[src/hdl/pbsi_pkg.sv]
/*
 package of the power button and standby input block: timing, debounce,
 hold thresholds and latch bit positions.
 assumes a 200 MHz core clock.
*/
package pbsi_pkg;
	// ------------------------------------------------------------
	// clock and timing
	// ------------------------------------------------------------
	localparam int CLK_FREQ_KHZ = 200000;
	localparam int MS_TICK_MS = 1;
	localparam int MS_TICK_CYCLES = MS_TICK_MS * CLK_FREQ_KHZ;
	localparam int DISCHARGE_US = 30;
	localparam int DISCHARGE_CYCLES = (DISCHARGE_US * CLK_FREQ_KHZ) / 1000;
	localparam int TICK_W = 18;
	localparam int DISCH_W = 13;

	// ------------------------------------------------------------
	// debounce
	// ------------------------------------------------------------
	localparam int DBNC_W = 10;
	localparam logic [DBNC_W-1:0] DBNC_SHORT_MS = 10'h020;
	localparam logic [DBNC_W-1:0] DBNC_MID_MS = 10'h07d;
	localparam logic [DBNC_W-1:0] DBNC_LONG_MS = 10'h2ee;
	localparam logic [1:0] DBNC_CODE_MID = 2'h2;
	localparam logic [1:0] DBNC_CODE_LONG = 2'h3;

	// ------------------------------------------------------------
	// hold and long press
	// ------------------------------------------------------------
	localparam int HOLD_W = 14;
	localparam int HOLD_N = 5;
	localparam logic [HOLD_N-1:0][HOLD_W-1:0] HOLD_MS = {14'h1f40, 14'h0fa0, 14'h0bb8, 14'h07d0, 14'h03e8};
	localparam logic [3:0][HOLD_W-1:0] LONG_PRESS_MS = {14'h3e80, 14'h1f40, 14'h0fa0, 14'h07d0};

	// ------------------------------------------------------------
	// latch bits
	// ------------------------------------------------------------
	localparam int LATCH_N = 7;
	localparam int LAT_PRESS = 0;
	localparam int LAT_RELEASE = 1;
	localparam int LAT_HOLD0 = 2;
	localparam logic [LATCH_N-1:0] LATCH_RESET = 7'h00;
endpackage

[src/hdl/pbsi_btn_if.sv]
/*
 carrier between the button filter and the controller.
 assumes both ends on core_clk_i.
*/
`timescale 1ns/1ps
`default_nettype none
interface pbsi_btn_if;
	logic [1:0] dbnc_sel;
	logic pin_level;
	logic pressed;
	logic press_p;
	logic release_p;
	logic hold_tick;
	logic [pbsi_pkg::HOLD_W-1:0] hold_ms;
	modport filt (input dbnc_sel, output pin_level, pressed, press_p, release_p, hold_tick, hold_ms);
	modport ctrl (output dbnc_sel, input pin_level, pressed, press_p, release_p, hold_tick, hold_ms);
endinterface
`default_nettype wire

[src/hdl/pbsi_btn_filter.sv]
/*
 button pin synchroniser, debounce and hold timer.
 assumes an asynchronous pin; a press pulls it low.
*/
`timescale 1ns/1ps
`default_nettype none
module pbsi_btn_filter #(
	parameter int MS_CYCLES = pbsi_pkg::MS_TICK_CYCLES
) (
	// clock and reset
	input wire logic core_clk_i,
	input wire logic arst_n_i,
	// pin
	input wire logic pin_i,
	// controller side
	pbsi_btn_if.filt bif
);
	typedef struct packed {
		logic [2:0] sync;
		logic level;
		logic pressed;
		logic [pbsi_pkg::TICK_W-1:0] tick_cnt;
		logic [pbsi_pkg::DBNC_W-1:0] dbnc_ms;
		logic [pbsi_pkg::HOLD_W-1:0] hold_ms;
		logic press_p;
		logic release_p;
		logic hold_tick;
	} pbsi_filt_state_t;

	pbsi_filt_state_t st;
	pbsi_filt_state_t next_st;
	logic ms_tick;
	logic [pbsi_pkg::DBNC_W-1:0] dbnc_lim;

	// ------------------------------------------------------------
	// debounce and hold
	// ------------------------------------------------------------
	always_comb begin
		next_st = st;
		next_st.press_p = 1'b0;
		next_st.release_p = 1'b0;
		next_st.hold_tick = 1'b0;
		next_st.sync = {st.sync[1:0], pin_i};
		if (st.sync[2] == st.sync[1]) begin
			next_st.level = st.sync[2];
		end
		ms_tick = (st.tick_cnt == pbsi_pkg::TICK_W'(MS_CYCLES - 1));
		next_st.tick_cnt = ms_tick ? '0 : st.tick_cnt + 1'b1;
		dbnc_lim = pbsi_pkg::DBNC_SHORT_MS;
		if (!st.pressed) begin
			case (bif.dbnc_sel)
				pbsi_pkg::DBNC_CODE_MID: dbnc_lim = pbsi_pkg::DBNC_MID_MS;
				pbsi_pkg::DBNC_CODE_LONG: dbnc_lim = pbsi_pkg::DBNC_LONG_MS;
				default: dbnc_lim = pbsi_pkg::DBNC_SHORT_MS;
			endcase
		end
		if (st.level != st.pressed) begin
			next_st.dbnc_ms = '0;
		end else if (ms_tick) begin
			if (st.dbnc_ms >= dbnc_lim) begin
				next_st.pressed = !st.pressed;
				next_st.press_p = !st.pressed;
				next_st.release_p = st.pressed;
				next_st.dbnc_ms = '0;
			end else begin
				next_st.dbnc_ms = st.dbnc_ms + 1'b1;
			end
		end
		if (!st.pressed || !next_st.pressed) begin
			next_st.hold_ms = '0;
		end else if (ms_tick && (st.hold_ms != '1)) begin
			next_st.hold_ms = st.hold_ms + 1'b1;
			next_st.hold_tick = 1'b1;
		end
	end

	always_ff @(posedge core_clk_i or negedge arst_n_i) begin
		if (!arst_n_i) begin
			st <= '0;
		end else begin
			st <= next_st;
		end
	end

	assign bif.pin_level = st.level;
	assign bif.pressed = st.pressed;
	assign bif.press_p = st.press_p;
	assign bif.release_p = st.release_p;
	assign bif.hold_tick = st.hold_tick;
	assign bif.hold_ms = st.hold_ms;

	// ------------------------------------------------------------
	// checks
	// ------------------------------------------------------------
	AST_HOLD_CLEARS: assert property (@(posedge core_clk_i) disable iff (!arst_n_i)
		$fell(st.pressed) |-> (st.hold_ms == '0) ##1 (st.hold_ms == '0))
		else $error("hold timer not cleared on release");
	AST_DBNC_SHORT_RISE: assert property (@(posedge core_clk_i) disable iff (!arst_n_i)
		$fell(st.pressed) |-> $past(st.dbnc_ms) == pbsi_pkg::DBNC_SHORT_MS)
		else $error("release debounce not short");
endmodule
`default_nettype wire

[src/hdl/pbsi_top.sv]
/*
 power button and standby input block: mode, sense, latches, hold events,
 long press reset or turn off, standby polarity.
 assumes pins are asynchronous and the sequencer answers power-down requests.
*/
`timescale 1ns/1ps
`default_nettype none
module pbsi_top #(
	parameter int MS_CYCLES = pbsi_pkg::MS_TICK_CYCLES,
	parameter int DISCHARGE_CYCLES = pbsi_pkg::DISCHARGE_CYCLES
) (
	// clock and reset
	input wire logic core_clk_i,
	input wire logic arst_n_i,
	// pins
	input wire logic power_on_button_input_i,
	input wire logic standby_pin_i,
	// nvm configuration
	input wire logic nvm_button_mode_select_i,
	input wire logic [1:0] nvm_button_debounce_default_i,
	input wire logic [1:0] nvm_long_press_delay_default_i,
	// software control
	input wire logic button_debounce_select_wr_i,
	input wire logic [1:0] button_debounce_select_wdata_i,
	input wire logic long_press_delay_select_wr_i,
	input wire logic [1:0] long_press_delay_select_wdata_i,
	input wire logic long_press_reset_enable_i,
	input wire logic low_power_pin_polarity_i,
	input wire logic [pbsi_pkg::LATCH_N-1:0] latch_clear_i,
	// system state
	input wire logic system_on_i,
	input wire logic power_down_done_i,
	// status
	output logic button_level_sense_o,
	output logic [1:0] button_debounce_select_o,
	output logic [1:0] long_press_delay_select_o,
	output logic [pbsi_pkg::LATCH_N-1:0] button_latches_o,
	// events
	output logic off_mode_o,
	output logic power_on_event_o,
	output logic turn_off_event_o,
	output logic power_down_request_o,
	output logic power_up_request_o,
	output logic standby_o
);
	typedef enum logic [1:0] {RS_IDLE, RS_PDOWN, RS_DISCH, RS_PUP} pbsi_rst_state_t;

	typedef struct packed {
		logic init_done;
		logic [1:0] dbnc_sel;
		logic [1:0] delay_sel;
		logic [pbsi_pkg::LATCH_N-1:0] latch;
		logic [2:0] sb_sync;
		logic sb_level;
		logic standby;
		logic long_done;
		pbsi_rst_state_t rs;
		logic [pbsi_pkg::DISCH_W-1:0] disch_cnt;
		logic pon_evt;
		logic off_evt;
		logic pup;
		logic off_mode;
	} pbsi_top_state_t;

	pbsi_top_state_t st;
	pbsi_top_state_t next_st;
	logic edge_mode;
	logic [pbsi_pkg::LATCH_N-1:0] latch_set;
	logic long_hit;
	logic [pbsi_pkg::HOLD_W-1:0] long_ms;

	pbsi_btn_if bif ();

	// ------------------------------------------------------------
	// pin filter
	// ------------------------------------------------------------
	pbsi_btn_filter #(
		.MS_CYCLES(MS_CYCLES)
	) u_filter (
		.core_clk_i(core_clk_i),
		.arst_n_i(arst_n_i),
		.pin_i(power_on_button_input_i),
		.bif(bif)
	);

	assign bif.dbnc_sel = st.dbnc_sel;

	// ------------------------------------------------------------
	// control
	// ------------------------------------------------------------
	always_comb begin
		next_st = st;
		next_st.pon_evt = 1'b0;
		next_st.off_evt = 1'b0;
		next_st.pup = 1'b0;
		latch_set = '0;
		edge_mode = nvm_button_mode_select_i;
		long_ms = pbsi_pkg::LONG_PRESS_MS[st.delay_sel];
		long_hit = 1'b0;

		// configuration load and writes
		if (!st.init_done) begin
			next_st.init_done = 1'b1;
			next_st.dbnc_sel = nvm_button_debounce_default_i;
			next_st.delay_sel = nvm_long_press_delay_default_i;
		end else begin
			if (button_debounce_select_wr_i) begin
				next_st.dbnc_sel = button_debounce_select_wdata_i;
			end
			if (long_press_delay_select_wr_i) begin
				next_st.delay_sel = long_press_delay_select_wdata_i;
			end
		end

		// standby pin
		next_st.sb_sync = {st.sb_sync[1:0], standby_pin_i};
		if (st.sb_sync[2] == st.sb_sync[1]) begin
			next_st.sb_level = st.sb_sync[2];
		end
		next_st.standby = st.sb_level ^ low_power_pin_polarity_i;

		// level mode off state
		next_st.off_mode = !edge_mode && bif.pressed;

		// power on events
		if (!system_on_i && (st.rs == RS_IDLE)) begin
			if (edge_mode && bif.press_p) begin
				next_st.pon_evt = 1'b1;
			end
			if (!edge_mode && bif.release_p) begin
				next_st.pon_evt = 1'b1;
			end
		end

		// latch events
		if (edge_mode && bif.press_p) begin
			latch_set[pbsi_pkg::LAT_PRESS] = 1'b1;
		end
		if (edge_mode && system_on_i && bif.release_p) begin
			latch_set[pbsi_pkg::LAT_RELEASE] = 1'b1;
		end
		for (int i = 0; i < pbsi_pkg::HOLD_N; i++) begin
			if (edge_mode && bif.hold_tick && (bif.hold_ms == pbsi_pkg::HOLD_MS[i])) begin
				latch_set[pbsi_pkg::LAT_HOLD0 + i] = 1'b1;
			end
		end
		next_st.latch = (st.latch & ~latch_clear_i) | latch_set;

		// long press
		if (!bif.pressed) begin
			next_st.long_done = 1'b0;
		end else if (edge_mode && system_on_i && bif.hold_tick && (bif.hold_ms == long_ms) && !st.long_done) begin
			long_hit = 1'b1;
			next_st.long_done = 1'b1;
			if (long_press_reset_enable_i) begin
				if (st.rs == RS_IDLE) begin
					next_st.rs = RS_PDOWN;
				end
			end else begin
				next_st.off_evt = 1'b1;
			end
		end

		// controller reset sequence
		case (st.rs)
			RS_IDLE: begin
			end
			RS_PDOWN: begin
				if (power_down_done_i) begin
					next_st.rs = RS_DISCH;
					next_st.disch_cnt = '0;
				end
			end
			RS_DISCH: begin
				if (st.disch_cnt == pbsi_pkg::DISCH_W'(DISCHARGE_CYCLES - 1)) begin
					next_st.rs = RS_PUP;
				end else begin
					next_st.disch_cnt = st.disch_cnt + 1'b1;
				end
			end
			RS_PUP: begin
				next_st.pup = 1'b1;
				next_st.dbnc_sel = nvm_button_debounce_default_i;
				next_st.delay_sel = nvm_long_press_delay_default_i;
				next_st.rs = RS_IDLE;
			end
			default: begin
				next_st.rs = RS_IDLE;
			end
		endcase
	end

	always_ff @(posedge core_clk_i or negedge arst_n_i) begin
		if (!arst_n_i) begin
			st <= '0;
		end else begin
			st <= next_st;
		end
	end

	// ------------------------------------------------------------
	// outputs
	// ------------------------------------------------------------
	assign button_level_sense_o = !bif.pin_level;
	assign button_debounce_select_o = st.dbnc_sel;
	assign long_press_delay_select_o = st.delay_sel;
	assign button_latches_o = st.latch;
	assign off_mode_o = st.off_mode;
	assign power_on_event_o = st.pon_evt;
	assign turn_off_event_o = st.off_evt;
	assign power_down_request_o = (st.rs == RS_PDOWN);
	assign power_up_request_o = st.pup;
	assign standby_o = st.standby;

	// ------------------------------------------------------------
	// checks
	// ------------------------------------------------------------
	AST_SENSE_INVERTED: assert property (@(posedge core_clk_i) disable iff (!arst_n_i)
		button_level_sense_o != bif.pin_level)
		else $error("sense bit not inverted");
	AST_LEVEL_OFF: assert property (@(posedge core_clk_i) disable iff (!arst_n_i)
		(!nvm_button_mode_select_i && bif.pressed && $past(bif.pressed)) |-> (off_mode_o && !power_on_event_o))
		else $error("level mode low pin not off");
	AST_STANDBY_POLARITY: assert property (@(posedge core_clk_i) disable iff (!arst_n_i)
		(st.sb_level != low_power_pin_polarity_i) |=> standby_o)
		else $error("standby polarity wrong");
	AST_PRESS_SETS: assert property (@(posedge core_clk_i) disable iff (!arst_n_i)
		(nvm_button_mode_select_i && system_on_i && bif.press_p) |=> button_latches_o[pbsi_pkg::LAT_PRESS])
		else $error("press latch not set");
	AST_RELEASE_SETS: assert property (@(posedge core_clk_i) disable iff (!arst_n_i)
		(nvm_button_mode_select_i && system_on_i && bif.release_p) |=> button_latches_o[pbsi_pkg::LAT_RELEASE])
		else $error("release latch not set");
	AST_HOLD_ONE_SEC: assert property (@(posedge core_clk_i) disable iff (!arst_n_i)
		(nvm_button_mode_select_i && bif.hold_tick && bif.hold_ms == pbsi_pkg::HOLD_MS[0])
		|=> button_latches_o[pbsi_pkg::LAT_HOLD0])
		else $error("one second latch not set");
	AST_SET_WINS_CLEAR: assert property (@(posedge core_clk_i) disable iff (!arst_n_i)
		(latch_clear_i[pbsi_pkg::LAT_PRESS] && latch_set[pbsi_pkg::LAT_PRESS])
		|=> button_latches_o[pbsi_pkg::LAT_PRESS])
		else $error("latch clear beat a set");
	AST_LONG_RESET: assert property (@(posedge core_clk_i) disable iff (!arst_n_i)
		(long_hit && long_press_reset_enable_i && st.rs == RS_IDLE) |=> power_down_request_o && !turn_off_event_o)
		else $error("long press reset not started");
	AST_LONG_OFF: assert property (@(posedge core_clk_i) disable iff (!arst_n_i)
		(long_hit && !long_press_reset_enable_i) |=> turn_off_event_o && !power_down_request_o)
		else $error("long press turn off missing");
	AST_DELAY_DECODE: assert property (@(posedge core_clk_i) disable iff (!arst_n_i)
		(st.delay_sel == 2'h3) |-> (long_ms == 14'h3e80))
		else $error("long press delay decode wrong");
	AST_POWER_UP_RELOAD: assert property (@(posedge core_clk_i) disable iff (!arst_n_i)
		power_up_request_o |-> (button_debounce_select_o == $past(nvm_button_debounce_default_i)
		&& long_press_delay_select_o == $past(nvm_long_press_delay_default_i) && $past(st.rs) == RS_PUP))
		else $error("power up without nvm reload");
	AST_INIT_LOAD: assert property (@(posedge core_clk_i) disable iff (!arst_n_i)
		$rose(st.init_done) |-> button_debounce_select_o == $past(nvm_button_debounce_default_i))
		else $error("debounce default not loaded");
	AST_EIGHT_SEC_SETS: assert property (@(posedge core_clk_i) disable iff (!arst_n_i)
		(nvm_button_mode_select_i && bif.hold_tick && bif.hold_ms == pbsi_pkg::HOLD_MS[4])
		|=> button_latches_o[pbsi_pkg::LAT_HOLD0 + 4])
		else $error("eight second latch not set");
	AST_EDGE_POWER_ON: assert property (@(posedge core_clk_i) disable iff (!arst_n_i)
		(nvm_button_mode_select_i && !system_on_i && st.rs == RS_IDLE && bif.press_p) |=> power_on_event_o)
		else $error("edge mode power on missing");
	AST_LEVEL_POWER_ON: assert property (@(posedge core_clk_i) disable iff (!arst_n_i)
		(!nvm_button_mode_select_i && !system_on_i && st.rs == RS_IDLE && bif.release_p) |=> power_on_event_o)
		else $error("level mode power on missing");
	AST_LEVEL_NO_LATCH: assert property (@(posedge core_clk_i) disable iff (!arst_n_i)
		(!nvm_button_mode_select_i && button_latches_o == '0) |=> (button_latches_o == '0))
		else $error("latch set in level mode");
	AST_EDGE_NO_OFF: assert property (@(posedge core_clk_i) disable iff (!arst_n_i)
		(nvm_button_mode_select_i && $past(nvm_button_mode_select_i)) |-> !off_mode_o)
		else $error("off mode in edge mode");
	AST_PDOWN_HOLDS: assert property (@(posedge core_clk_i) disable iff (!arst_n_i)
		(power_down_request_o && !power_down_done_i) |=> power_down_request_o)
		else $error("power down request dropped early");
	AST_DISCHARGE_END: assert property (@(posedge core_clk_i) disable iff (!arst_n_i)
		(st.rs == RS_DISCH && st.disch_cnt == pbsi_pkg::DISCH_W'(DISCHARGE_CYCLES - 1)) |=> ##1 power_up_request_o)
		else $error("power up not after discharge");
	AST_STANDBY_LEAVE: assert property (@(posedge core_clk_i) disable iff (!arst_n_i)
		(st.sb_level == low_power_pin_polarity_i) |=> !standby_o)
		else $error("standby not left");
	AST_DBNC_WRITE: assert property (@(posedge core_clk_i) disable iff (!arst_n_i)
		(st.init_done && st.rs != RS_PUP && button_debounce_select_wr_i)
		|=> (button_debounce_select_o == $past(button_debounce_select_wdata_i)))
		else $error("debounce select write lost");
endmodule
`default_nettype wire

[config.mk]
export PLATFORM = sky130hd
export DESIGN_NAME = pbsi_top
export DESIGN_NICKNAME = d
export VERILOG_FILES = /design/src/hdl/pbsi_pkg.sv /design/src/hdl/pbsi_btn_if.sv /design/src/hdl/pbsi_btn_filter.sv /design/src/hdl/pbsi_top.sv
export SDC_FILE = /design/constraint.sdc
export NUM_CORES = 1
export LEC_CHECK = 0
export BUFFER_PORTS_ARGS = -buffer_cell sky130_fd_sc_hd__buf_2
export CORE_ASPECT_RATIO = 0.5
export CORE_MARGIN = 2
export CORE_UTILIZATION = 53
export DETAILED_ROUTE_END_ITERATION = 6
export GPL_TIMING_DRIVEN = 0
export PLACE_DENSITY = 0.82
export SYNTH_ARGS = -nofsm -noshare
export SYNTH_HDL_FRONTEND = slang
export SYNTH_SLANG_ARGS = --single-unit
[constraint.sdc]
create_clock -name core_clk_i -period 3.2 [get_ports core_clk_i]
set_clock_uncertainty 0.2 [all_clocks]
set_input_delay 0.16 -clock core_clk_i [delete_from_list [all_inputs] [get_ports core_clk_i]]
set_output_delay 0.16 -clock core_clk_i [all_outputs]
set_load 0.02 [all_outputs]
==> results.yml <==
finish:
  diodes: 0
  stdcell_area_um2: 5537
  layout.cells.non_filler: 664
  nets: 589
  drive_gt1_frac: 0.1667
  syn_to_final_growth_pct: 22.27
  nFillCells: 565
worst_setup_path:
  crit_fanout: 10
  reg2reg_slack_ns: 0.15
  critPathRequiredTime_ns: 3.22
  critPathSlowestCell: "dfrtp_2"
  cp_slowest_stage_delay_ns: 0.45
  worstSetupEndpointType: "register"
  r2r_cells: 13
  crit_arrival_ns: 3.07
  timing_worst_setup_path_type: "register to register"
  r2r_start: "u_filter.bif.pressed"
  startpoint: "u_filter.bif.pressed"
  cp-start-kind: "register"
  cp_cell_sequence: "inv_2 > nand2_1 > or2_2 > inv_1 > ha_1 > nor3b_1 > o21a_1 > o21ai_0 > ha_1 > nand2_1 > o21ai_4 > buf_6 > nor2_1"
flow_run:
  drv_cap: 0
power_and_ir_drop:
  power.density_nw_per_um2: 431.2
  p_leak_nw: 2.530
  ir_worst_vdd_mv: 0.3148
  power_mw: 2.387
  combPwrFrac: 0.059
  p_int_mw: 1.877
  p_sw_frac: 0.2139
  clockPowerShare: 0.469
  p_seq_frac: 0.472
  power.switching_uw: 510.7
logic_synthesis:
  synth-xor-area-share: 0.05609
  synth_fp_nets: 504
  yosys_warnings: 0
  yosys-top-cells-area: "dfrtp_1, ha_1, nand3_1, nand2_1, nor2_1"
  yosys.area_share.adder: 0.04587
  yosys.area.top_type: "dfrtp_1"
  avgSynthCellArea_um2: 9.780
  ys_seq_elements: 87
  syn_area_um2: 4528
  asyncSetResetFlopFracSynth: 1.000
  muxShareOfSynthArea: 0.01326
  seq_area_frac_synth: 0.4808
  synth-simple-area-share: 0.2404
  synth_top_family_by_area: "simple AND/OR/NAND/NOR gates"
  synth_top_area_share: 0.4808
  synth_edf_count: 0
  yosys_most_used_dff: "dfrtp_1"
  synth_compound_area_frac: 0.1119
  synth_cell_types: 58
  syn_inst: 463
floorplan:
  die_h_um: 69.36
  dieArea_um2: 9344
  rows: 23
  start_util: 0.5560
  dieWidth_um: 134.7
  core_um2: 8144
  boundaryPins: 44
drt:
  first_pass_iters: 7
  via_per_inst: 5.735
  wl_per_cell_um: 15.56
  drt-initial-drc-count: 303
  vias: 3808
  drt-total-wl_um: 10340
  detail-route-antenna-nets: 0
  drc_errors: 0
sta:
  setup_viol: 0
  max_slew.worst_pin.slew_ns: 0.8157
  finalMaxSlewViolations: 0
  hold_slack_ns: 0.1413
  slew_headroom: 0.4562
  fmax_mhz: 327.9
  min_period_ns: 3.049
  final_hold_viol_count: 0
  tns_ns: 0
  period_share: 0.9529
grt:
  groute.usage.overall: 0.2304
  antenna_found_initial: 0
  met2_usage: 0.3734
  grt_pass1_wl_um: 17170
  grt_pass1_vias: 3651
  met3_usage: 0.05848
  overflow: 0
  grt_util_met1: 0.2942
  grt_max_degree: 46
  busiest_layer: "met2"
clock_network:
  clk_pin_slew_ns: 0.06
  cts_tree: "yes"
  cts_inserted_buffers: 9
  clk_latency_ns: 0.34
  htreeDepth: 3
  clock_path_buffers: 2
  cts_root_buffer: "clkbuf_16"
  cts.sinks: 87
placed_design:
  dpl.hpwl_um: 6545
  dpl_cell_area_um2: 4906
  port_buffers: 43
  dp.cells: 619
  gp_congestion: 0.8720
worst_hold_path:
  worstHoldPathType: "input port to async pin"
status:
  status: "completed"
## logic make-up after synthesis
logic type      after synthesis
flops                        87
fa+ha+maj                    17
mux                           6
simple gates                200
xor+xnor                     29
other cells                   1
compound gates               77
buf+inv                      46
## sequential cells by signal, indices dropped and copies added (netlist names)
register / count
button_debounce_select_o: 2
button_latches_o: 7
long_press_delay_select_o: 2
next_st: 2
off_mode_o: 1
power_on_event_o: 1
power_up_request_o: 1
st: 19
standby_o: 1
turn_off_event_o: 1
u_filter.bif.hold_ms: 14
u_filter.bif.hold_tick: 1
u_filter.bif.pin_level: 1
u_filter.bif.press_p: 1
u_filter.bif.pressed: 1
u_filter.bif.release_p: 1
u_filter.next_st: 2
u_filter.st: 29
## final cells by class
type / count / area (um2) / share of cell area
inverters: 21 / 78.83 / 0.01424
well taps: 112 / 140.1 / 0.02531
flip-flops and latches: 87 / 2178 / 0.3934
multi-input cells: 330 / 2137 / 0.3860
clock buffers: 11 / 242.7 / 0.04384
repair buffers: 75 / 535.5 / 0.09672
plain buffers: 24 / 153.9 / 0.02780
clock inverters: 4 / 70.07 / 0.01266
## synthesized netlist by cell type (8+ instances only)
library cell  number
nand3_1           30
a21oi_1           23
o21ai_0           16
nand2b_1           8
ha_1              15
and3_1            11
inv_1             21
nor3_1            11
buf_4             11
nand2_1           39
nor2_1            37
dfrtp_1           87
nand4_1           11
xor2_1            15
xnor2_1           14
## power by group through the flow
stage | Sequential (mW) | Combinational, mW | Clock, mW
2_1_floorplan | 1.15 | 0.0498 | 0
3_3_place_gp | 1.15 | 0.105 | 0
3_5_place_dp | 1.15 | 0.112 | 0
4_1_cts | 1.13 | 0.139 | 1.13
5_1_grt | 1.13 | 0.154 | 1.18
6_report | 1.13 | 0.140 | 1.12
## through the flow
| step | utilization | setup slack (ns) |
|---|---|---|
| 2_1_floorplan | - | 0.2242 |
| 6_report | 0.6798 | 0.1507 |
| 5_1_grt | 0.6798 | -0.007738 |
| 3_5_place_dp | 0.6024 | -0.3278 |
| 3_3_place_gp | 0.5996 | -0.2573 |
| 4_1_cts | 0.6740 | 0.003783 |
## timing repair
item	4_1_cts	5_1_grt
pin swaps	0	1
setup buffers	0	5
cloned	0	0
gates resized for setup	4	3
hold buffers	26	0
hold endpoints to repair	61	0
endpoints found under the setup margin	15	16
## final timing paths
path,to
hold / removal,u_filter.st[21]
min in group core_clk_i,next_st[24]
setup reg to reg,u_filter.bif.hold_tick
max in group asynchronous,u_filter.bif.pressed
hold reg to reg,next_st[24]
setup / recovery,u_filter.bif.hold_tick
## metal layers
metal / part of all wire / up-vias
met1: 0.44 / 1830
li1: - / 1819
met4: 0.026 / 0
met5: 0 / -
met2: 0.48 / 128
met3: 0.050 / 31
## layout by cell type (no fill, tap or decap), types with 8 or more instances in the layout
master / synthesis / layout
a21oi_1: 23 / 23
and3_1: 11 / 11
buf_2: 7 / 48
buf_4: 11 / 17
clkbuf_16: 0 / 9
dfrtp_1: 87 / 86
dlygate4sd3_1: 0 / 26
ha_1: 15 / 15
inv_1: 21 / 20
nand2_1: 39 / 39
nand2b_1: 8 / 8
nand3_1: 30 / 30
nand4_1: 11 / 11
nor2_1: 37 / 37
nor3_1: 11 / 11
o21ai_0: 16 / 16
xnor2_1: 14 / 14
xor2_1: 15 / 15
## worst max-delay path: cells and delay by family, from the launching register on
family,cells,cell delay [ns]
AO/OA/AOI/OAI,3,0.57
AND/OR/NAND/NOR,5,0.81
buffers and inverters,3,0.36
flip-flops,1,0.45
adder cells (fa/ha/maj),2,0.55
Note: power is estimated with default switching activity, not from simulation.
